`src/design/fsp_regs.vh`:
```
// fsp_regs.vh: command codes, map layout and timing for the flash sector protection block
// assumes: included by bare name; definitions only
`ifndef FSP_REGS_VH
`define FSP_REGS_VH
`define FSP_PFX0          8'h3D
`define FSP_PFX1          8'h2A
`define FSP_PFX2          8'h7F
`define FSP_CODE_ENABLE   8'hA9
`define FSP_CODE_DISABLE  8'h9A
`define FSP_CODE_ERASE    8'hCF
`define FSP_CODE_PROGRAM  8'hFC
`define FSP_OP_READ       8'h32
`define FSP_MAP_BYTES     8
`define FSP_MAP_ERASED    8'hFF
`define FSP_MAP_CLEAR     8'h00
`define FSP_SUB_A_HI      7
`define FSP_SUB_A_LO      6
`define FSP_SUB_B_HI      5
`define FSP_SUB_B_LO      4
`define FSP_CLK_MHZ       50
`define FSP_ERASE_TIME_US 1000
`define FSP_PROG_TIME_US  1000
`define FSP_ASSERT_NS     200
`define FSP_RELEASE_NS    200
`define FSP_ERASE_CYC     (`FSP_ERASE_TIME_US * `FSP_CLK_MHZ)
`define FSP_PROG_CYC      (`FSP_PROG_TIME_US * `FSP_CLK_MHZ)
`define FSP_ASSERT_CYC    ((`FSP_ASSERT_NS * `FSP_CLK_MHZ) / 1000)
`define FSP_RELEASE_CYC   ((`FSP_RELEASE_NS * `FSP_CLK_MHZ) / 1000)
`endif

```
`src/design/fsp_pin_filter.v`:
```
// fsp_pin_filter.v: three-stage synchroniser and stability filter for the write-protect pin
// assumes: pin is asynchronous to mclk_in; reset synchronous active low
`timescale 1ns/1ps
`default_nettype none
module fsp_pin_filter #(
  parameter integer STABLE_CYC = 10,
  parameter integer CNT_W      = 8
) (
  input  wire mclk_in,
  input  wire rst_b_in,
  input  wire pin_in,
  output reg  level_out
);
  reg             s1_reg;
  reg             s2_reg;
  reg             s3_reg;
  reg [CNT_W-1:0] cnt_reg;

  // synchroniser chain; only s2 and s3 are compared
  always @(posedge mclk_in) begin
    if (!rst_b_in) begin
      s1_reg <= 1'b1;
      s2_reg <= 1'b1;
      s3_reg <= 1'b1;
    end else begin
      s1_reg <= pin_in;
      s2_reg <= s1_reg;
      s3_reg <= s2_reg;
    end
  end

  // level is taken only after it stays different for STABLE_CYC cycles
  always @(posedge mclk_in) begin
    if (!rst_b_in) begin
      cnt_reg   <= {CNT_W{1'b0}};
      level_out <= 1'b1;
    end else if (s2_reg != s3_reg || s3_reg == level_out) begin
      cnt_reg <= {CNT_W{1'b0}};
    end else if (cnt_reg >= STABLE_CYC[CNT_W-1:0] - 1'b1) begin
      cnt_reg   <= {CNT_W{1'b0}};
      level_out <= s3_reg; // glitch-free change
    end else begin
      cnt_reg <= cnt_reg + 1'b1;
    end
  end
endmodule
`default_nettype wire

```
`src/design/fsp_protect.v`:
```
// fsp_protect.v: sector protection logic of a serial flash (map, commands, write-protect pin)
// assumes: spi pins are sampled on mclk_in, which runs far faster than the serial clock
//
// Contract
// - pin asserted blocks protected sectors and map
// - pin overrides software only for sectors
// - pin assert enables protection within limit
// - pin release disables unless software enabled
// - software enable survives pin release
// - disable command ignored while pin asserted
// - pin glitches filtered out
// - eight map bytes, byte n sector n
// - FF protects, 00 unprotects sectors 1-7
// - byte 0 bits 7:6 and 5:4 subsectors
// - map starts all zeros
// - erase after chip select release, busy shown
// - erase sets all FF, refused while pin asserted or busy
// - program eight bytes, self-timed, busy shown
// - ninth data byte wraps to location 0
// - programming allowed whatever software state
// - programming overwrites first sram buffer
// - read opcode, three dummies, bytes 0-7 out
// - chip select release floats serial out
// - enable code sets software enable
// - disable code clears software enable
// - software enable cleared after power up
`timescale 1ns/1ps
`default_nettype none
`include "fsp_regs.vh"
module fsp_protect #(
  parameter integer ERASE_CYC = `FSP_ERASE_CYC,
  parameter integer PROG_CYC  = `FSP_PROG_CYC
) (
  input  wire       mclk_in,
  input  wire       rst_b_in,
  input  wire       sck_in,
  input  wire       cs_b_in,
  input  wire       si_in,
  input  wire       wp_b_in,
  input  wire [3:0] sect_req_in,
  input  wire       sub_req_in,
  output reg        so_out,
  output reg        so_oe_b_out,
  output reg        busy_out,
  output reg        prot_en_out,
  output reg        sect_prot_out,
  output reg        map_lock_out,
  output reg        buf1_we_out,
  output reg  [2:0] buf1_addr_out,
  output reg  [7:0] buf1_data_out
);
  localparam ST_CMD  = 3'h0;
  localparam ST_PDAT = 3'h1;
  localparam ST_RDAT = 3'h2;
  localparam ST_IGN  = 3'h3;
  localparam T_W     = 26;

  reg  [7:0]     map_reg [0:`FSP_MAP_BYTES-1];
  reg  [7:0]     stage_reg [0:`FSP_MAP_BYTES-1];
  reg  [2:0]     sck_s_reg;
  reg  [2:0]     cs_s_reg;
  reg  [2:0]     si_s_reg;
  reg  [2:0]     st_reg;
  reg  [2:0]     bit_reg;
  reg  [7:0]     sh_reg;
  reg  [1:0]     nb_reg;
  reg  [2:0]     wptr_reg;
  reg  [2:0]     rptr_reg;
  reg  [7:0]     out_reg;
  reg  [1:0]     pend_reg;
  reg            sw_en_reg;
  reg            ers_reg;
  reg            prg_reg;
  reg            rd_reg;
  reg  [T_W-1:0] tmr_reg;
  reg  [7:0]     rx_next;
  wire           wp_lvl;
  wire           wp_on;
  wire           sck_rise;
  wire           sck_fall;
  wire           cs_low;
  wire           cs_rise;
  wire           byte_done;
  integer        i;

  localparam PD_NONE = 2'h0;
  localparam PD_EN   = 2'h1;
  localparam PD_DIS  = 2'h2;
  localparam PD_ERS  = 2'h3;

  // stable write-protect level, filtered over the assert delay
  fsp_pin_filter #(
    .STABLE_CYC (`FSP_ASSERT_CYC),
    .CNT_W      (8)
  ) u_wp (
    .mclk_in   (mclk_in),
    .rst_b_in  (rst_b_in),
    .pin_in    (wp_b_in),
    .level_out (wp_lvl)
  );
  assign wp_on = ~wp_lvl;

  // spi pins through three flip-flops; edges when stages 2 and 3 differ
  always @(posedge mclk_in) begin
    if (!rst_b_in) begin
      sck_s_reg <= 3'h0;
      cs_s_reg  <= 3'h7;
      si_s_reg  <= 3'h0;
    end else begin
      sck_s_reg <= {sck_s_reg[1:0], sck_in};
      cs_s_reg  <= {cs_s_reg[1:0], cs_b_in};
      si_s_reg  <= {si_s_reg[1:0], si_in};
    end
  end
  assign sck_rise  = sck_s_reg[1] & ~sck_s_reg[2];
  assign sck_fall  = ~sck_s_reg[1] & sck_s_reg[2];
  assign cs_low    = ~cs_s_reg[2];
  assign cs_rise   = cs_s_reg[1] & ~cs_s_reg[2];
  assign byte_done = cs_low & sck_rise & (bit_reg == 3'h7);

  // assembled byte including the bit now being sampled
  always @* begin
    rx_next = {sh_reg[6:0], si_s_reg[2]};
  end

  // frame decoder, map storage, self-timed erase and program
  always @(posedge mclk_in) begin
    if (!rst_b_in) begin
      st_reg      <= ST_CMD;
      bit_reg     <= 3'h0;
      sh_reg      <= 8'h00;
      nb_reg      <= 2'h0;
      wptr_reg    <= 3'h0;
      rptr_reg    <= 3'h0;
      pend_reg    <= PD_NONE;
      sw_en_reg   <= 1'b0; // cleared at power up
      ers_reg     <= 1'b0;
      prg_reg     <= 1'b0;
      rd_reg      <= 1'b0;
      tmr_reg     <= {T_W{1'b0}};
      buf1_we_out <= 1'b0;
      buf1_addr_out <= 3'h0;
      buf1_data_out <= 8'h00;
      for (i = 0; i < `FSP_MAP_BYTES; i = i + 1) begin
        map_reg[i]   <= `FSP_MAP_CLEAR; // shipped all zeros
        stage_reg[i] <= `FSP_MAP_CLEAR;
      end
    end else begin
      buf1_we_out <= 1'b0;
      // self-timed cycles; map updates at the end
      if (ers_reg || prg_reg) begin
        if (tmr_reg == {T_W{1'b0}}) begin
          for (i = 0; i < `FSP_MAP_BYTES; i = i + 1) begin
            if (ers_reg)
              map_reg[i] <= `FSP_MAP_ERASED; // erase marks all protected
            else
              map_reg[i] <= map_reg[i] & stage_reg[i]; // program clears bits only
          end
          ers_reg <= 1'b0;
          prg_reg <= 1'b0;
        end else begin
          tmr_reg <= tmr_reg - 1'b1;
        end
      end
      if (cs_rise) begin
        // commands act only on chip select release
        st_reg  <= ST_CMD;
        bit_reg <= 3'h0;
        nb_reg  <= 2'h0;
        rd_reg  <= 1'b0;
        if (!ers_reg && !prg_reg) begin
          case (pend_reg)
            PD_EN: begin
              sw_en_reg <= 1'b1;
            end
            PD_DIS: begin
              if (!wp_on)
                sw_en_reg <= 1'b0; // ignored while pin asserted
            end
            PD_ERS: begin
              if (!wp_on) begin // map locked by pin
                ers_reg <= 1'b1;
                tmr_reg <= ERASE_CYC[T_W-1:0] - 1'b1;
              end
            end
            default: begin
              if (st_reg == ST_PDAT && !wp_on) begin // allowed any software state
                prg_reg <= 1'b1;
                tmr_reg <= PROG_CYC[T_W-1:0] - 1'b1;
              end
            end
          endcase
        end
        pend_reg <= PD_NONE;
      end else if (cs_low && sck_rise) begin
        sh_reg  <= rx_next;
        bit_reg <= bit_reg + 1'b1;
        if (byte_done) begin
          case (st_reg)
            ST_CMD: begin
              nb_reg <= nb_reg + 1'b1;
              if (nb_reg == 2'h0) begin
                // opening byte: read opcode or protection prefix
                rd_reg <= (rx_next == `FSP_OP_READ);
                if (rx_next != `FSP_OP_READ && rx_next != `FSP_PFX0)
                  st_reg <= ST_IGN;
              end else if (rd_reg) begin
                // dummies may hold anything; map data follows the third
                if (nb_reg == 2'h3) begin
                  st_reg   <= ST_RDAT;
                  rptr_reg <= 3'h0;
                end
              end else begin
                case (nb_reg)
                  2'h1: begin
                    if (rx_next != `FSP_PFX1)
                      st_reg <= ST_IGN;
                  end
                  2'h2: begin
                    if (rx_next != `FSP_PFX2)
                      st_reg <= ST_IGN;
                  end
                  default: begin
                    // code byte; whatever follows a plain code is ignored
                    case (rx_next)
                      `FSP_CODE_ENABLE: begin
                        pend_reg <= PD_EN;
                        st_reg   <= ST_IGN;
                      end
                      `FSP_CODE_DISABLE: begin
                        pend_reg <= PD_DIS;
                        st_reg   <= ST_IGN;
                      end
                      `FSP_CODE_ERASE: begin
                        pend_reg <= PD_ERS;
                        st_reg   <= ST_IGN;
                      end
                      `FSP_CODE_PROGRAM: begin
                        st_reg   <= ST_PDAT;
                        wptr_reg <= 3'h0;
                      end
                      default: st_reg <= ST_IGN; // unknown code dropped
                    endcase
                  end
                endcase
              end
            end
            ST_PDAT: begin
              // data staged through buffer 1, pointer wraps at eight
              stage_reg[wptr_reg] <= rx_next;
              buf1_we_out   <= 1'b1;
              buf1_addr_out <= wptr_reg;
              buf1_data_out <= rx_next;
              wptr_reg      <= wptr_reg + 1'b1;
            end
            ST_RDAT: begin
              rptr_reg <= rptr_reg + 1'b1; // next map byte
            end
            default: begin
              st_reg <= st_reg;
            end
          endcase
        end
      end
    end
  end

  // serial out shifts on falling clock; floats when chip select high
  always @(posedge mclk_in) begin
    if (!rst_b_in) begin
      out_reg     <= 8'h00;
      so_out      <= 1'b0;
      so_oe_b_out <= 1'b1;
    end else if (!cs_low || st_reg != ST_RDAT) begin
      so_oe_b_out <= 1'b1;
      out_reg     <= map_reg[0];
      so_out      <= 1'b0;
    end else if (sck_fall) begin
      so_oe_b_out <= 1'b0;
      if (bit_reg == 3'h0) begin
        // byte boundary: msb of the next map byte goes straight out
        so_out  <= map_reg[rptr_reg][7];
        out_reg <= {map_reg[rptr_reg][6:0], 1'b0};
      end else begin
        so_out  <= out_reg[7];
        out_reg <= {out_reg[6:0], 1'b0};
      end
    end
  end

  // protection status and the sector check of a request
  always @(posedge mclk_in) begin
    if (!rst_b_in) begin
      busy_out      <= 1'b0;
      prot_en_out   <= 1'b0;
      sect_prot_out <= 1'b0;
      map_lock_out  <= 1'b0;
    end else begin
      busy_out     <= ers_reg | prg_reg; // high exactly for the self-timed run
      prot_en_out  <= sw_en_reg | wp_on;
      map_lock_out <= wp_on;
      if (sect_req_in[2:0] != 3'h0)
        sect_prot_out <= (sw_en_reg | wp_on) & (map_reg[sect_req_in[2:0]] == `FSP_MAP_ERASED);
      else if (sub_req_in)
        sect_prot_out <= (sw_en_reg | wp_on)
                       & (map_reg[0][`FSP_SUB_B_HI:`FSP_SUB_B_LO] == 2'h3);
      else
        sect_prot_out <= (sw_en_reg | wp_on)
                       & (map_reg[0][`FSP_SUB_A_HI:`FSP_SUB_A_LO] == 2'h3);
    end
  end
endmodule
`default_nettype wire

```
`config.mk`:
```
export PLATFORM = sky130hd
export DESIGN_NAME = fsp_protect
export DESIGN_NICKNAME = d
export VERILOG_FILES = /design/src/design/fsp_pin_filter.v /design/src/design/fsp_protect.v
export VERILOG_INCLUDE_DIRS = /design/src /design/src/design
export SDC_FILE = /design/constraint.sdc
export NUM_CORES = 1
export LEC_CHECK = 0
export BUFFER_PORTS_ARGS = -buffer_cell sky130_fd_sc_hd__buf_4
export CAP_MARGIN = 0
export CORE_MARGIN = 4
export CORE_UTILIZATION = 61
export DETAILED_ROUTE_END_ITERATION = 12
export PLACE_DENSITY = 0.79
export SYNTH_ARGS = -nofsm -noshare
export SYNTH_HDL_FRONTEND = slang
export SYNTH_SLANG_ARGS = --single-unit
```
`constraint.sdc`:
```
create_clock -name mclk_in -period 11.8 [get_ports mclk_in]
set_input_delay 0.59 -clock mclk_in [delete_from_list [all_inputs] [get_ports mclk_in]]
set_output_delay 0.59 -clock mclk_in [all_outputs]
set_load 0.05 [all_outputs]
```
==> flow_summary.yaml <==
cts:
  cts_buffer_depth: 3
  postCtsSetupBuffers: 0
  cts_hold_buf: 0
  clk-insertion-delay-late_ps: 530
  cts_root_buf: "clkbuf_16"
  path_clk_slew_ps: 60
  cts_resized: 0
  cts_tree: "done"
  cts_num_sinks: 230
  cts_max_level: 1
  cts_buffers: 24
worst_hold_path:
  hold_class: "in -> reg"
cells_and_area:
  final_area_sq_um: 11400
  fin_nets: 980
  final_layout_size_suffix_gt1_share_pct: 11.9
  layout.cells.most_common: "edfxtp_1"
  syn_to_final_growth_pct: 10.7
  n_antenna_cell: 0
  layout_common_cells: "edfxtp_1, a21oi_1, nor2_1"
power:
  irDropWorstVdd_v: 0.000139
  p_per_area_nw_per_um2: 146
  p_leak_nw: 3.98
  switchingPower_uw: 349
  internal-power_mw: 1.32
  seqPwrFrac_pct: 53.1
  combPwrFrac_pct: 2.5
  swShare_pct: 20.9
  clkPwrFrac_pct: 44.4
timing:
  rsz0062_at_grt: "false"
  setup_viol: 0
  final-hold-violation-count: 0
  tightest_slew_ps: 1180
  fin_setup_tns_ps: 0
  period_share_pct: 31.4
  period_needed_ps: 3700
  slew_headroom_pct: 20.3
  max_freq_mhz: 270
  skew_ps: 22.3
  slew_violations: 0
floorplan:
  core_sq_um: 16600
  chipWidth_um: 138
  die_h_um: 138
  floorplan.initialDensity_pct: 62.4
  rows: 47
  dieArea_sq_um: 19100
  io_pins: 29
routing:
  route.detailed.drc: 0
  wl_um: 22900
  vias_per_cell: 6.18
  vias: 7353
  drtPass1Iterations: 5
  avgRoutedWirePerCell_um: 19.3
  drtIter0Drc: 734
  ant_nets: 0
synthesis:
  synth-xor-area-share_pct: 1.27
  synthMuxAreaShare_pct: 4.74
  synth.distinct_cells: 76
  avgSynthCellArea_sq_um: 11.0
  yosysSeqAreaShare_pct: 56.9
  synth_edf_count: 128
  synthSimpleGateAreaFrac_pct: 20.6
  synth_compound_area_share_pct: 11.4
  synth_top_family_by_area: "simple AND/OR/NAND/NOR gates"
  syn_area_sq_um: 10300
  synthFlopType: "edfxtp_1"
  synthCells: 943
  async_flop_share_pct: 0
  synth-adder-area-share_pct: 2.18
  ys_warn_count: 0
  ys_seq_elements: 230
job:
  maxCapViolCount: 0
placement:
  gp_congestion: 0.867
  dp.final_hpwl_um: 14900
  place_area_sq_um: 10700
  io_buffers: 27
setup_path:
  crit_type: "reg -> reg"
  crit_required_ps: 11970
  endpoint_kind: "register"
  critPathMaxFanout: 17
  cp.arrival_ps: 3870
  cp-start-kind: "register"
grt:
  grt_pass1_wl_um: 36800
  grt_pass1_vias: 6892
  grt_max_degree: 57
  grt.overflow.total: 0
  antenna_found_initial: 1
  grt_use_total_pct: 23.6
status:
  status: "finished clean"
## cells in the mapped netlist (all sizes together) (4+ instances only)
library cell	instances	area [sq um]
and2	70	438
nor4	8	123
o211ai	8	60.1
a31o	8	70.1
inv	16	60.1
or4	7	52.6
xor2	11	96.3
nand4b	5	43.8
dfxtp	102	2040
a311oi	5	50.0
nand2	75	282
ha	18	225
nand3b	6	45.0
clkbuf	40	151
xnor2	4	35.0
nor2b	7	43.8
nor3b	7	62.6
o21ai	23	115
nand4	16	115
nor2	109	412
o31ai	8	65.1
nor3	13	65.1
mux4	16	360
mux2i	13	130
o311ai	5	43.8
a31oi	4	25.0
buf	13	75.1
edfxtp	128	3840
nor4b	4	41.3
nand3	14	80.1
nand2b	15	93.8
and3	6	37.5
a21oi	110	551
or3	12	80.1
## routing by layer
metal	routed length, um	GRT usage (%)	vias up
met2	10700	37.7	275
li1	-	-	3455
met3	1960	4.25	44
met5	0	0	-
met4	639	6.60	0
met1	9650	33.7	3579
## worst paths after layout
| kind | start | endpoint | slack, ps | cells past startpoint |
|---|---|---|---|---|
| hold reg to reg | cs_s_reg[0] | cs_s_reg[1] | 410 | 1 |
| setup / recovery | cs_s_reg[2] | stage_reg[0][1] | 8100 | 4 |
| hold / removal | cs_b_in | cs_s_reg[0] | 250 | 2 |
| setup reg to reg | cs_s_reg[2] | stage_reg[0][1] | 8100 | 4 |
## stage by stage
step                      setup WS (ps)  hold WS [ps]  utilization [%]  power (mW)  cells
after floorplan                    5820           386                -       0.924    946
after detailed placement           8210           394             64.3       0.942   1145
after global routing               7840           248             69.0        1.72   1189
after CTS                          8180           239             69.0        1.68   1189
after global placement             8230           390             64.3       0.940   1145
final                              8100           250             69.0        1.67   1189
## kinds of logic after synthesis
logic type	count (synthesis)
buffers and inverters	70
AND/OR/NAND/NOR	387
AO/OA/AOI/OAI	193
other	1
flip-flops	230
adder cells (fa/ha/maj)	18
XOR/XNOR	15
multiplexers	29
## layout make-up
class | instances | area (sq um)
Clock buffer | 39 | 752
Clock inverter | 5 | 36.3
Fill cell | 1241 | 5140
Inverter | 17 | 63.8
Multi-Input combinational cell | 646 | 4190
Sequential cell | 230 | 5890
Tap cell | 220 | 275
Timing Repair Buffer | 32 | 240
## power by group through the flow
| stage | clock network, mW | registers, mW | logic, mW |
|---|---|---|---|
| finish | 0.741 | 0.885 | 0.0411 |
| global route | 0.785 | 0.887 | 0.0455 |
| CTS | 0.750 | 0.885 | 0.0412 |
| detailed placement | 0 | 0.902 | 0.0409 |
| global placement | 0 | 0.900 | 0.0396 |
| floorplan | 0 | 0.896 | 0.0282 |
## worst max-delay path: stages (launching register included)
cell      delay, ps
dfxtp_1         380
nor4b_2         970
nand3_2         590
nor3_1          970
nand2b_1        430
Note: power is estimated with default switching activity, not from simulation.
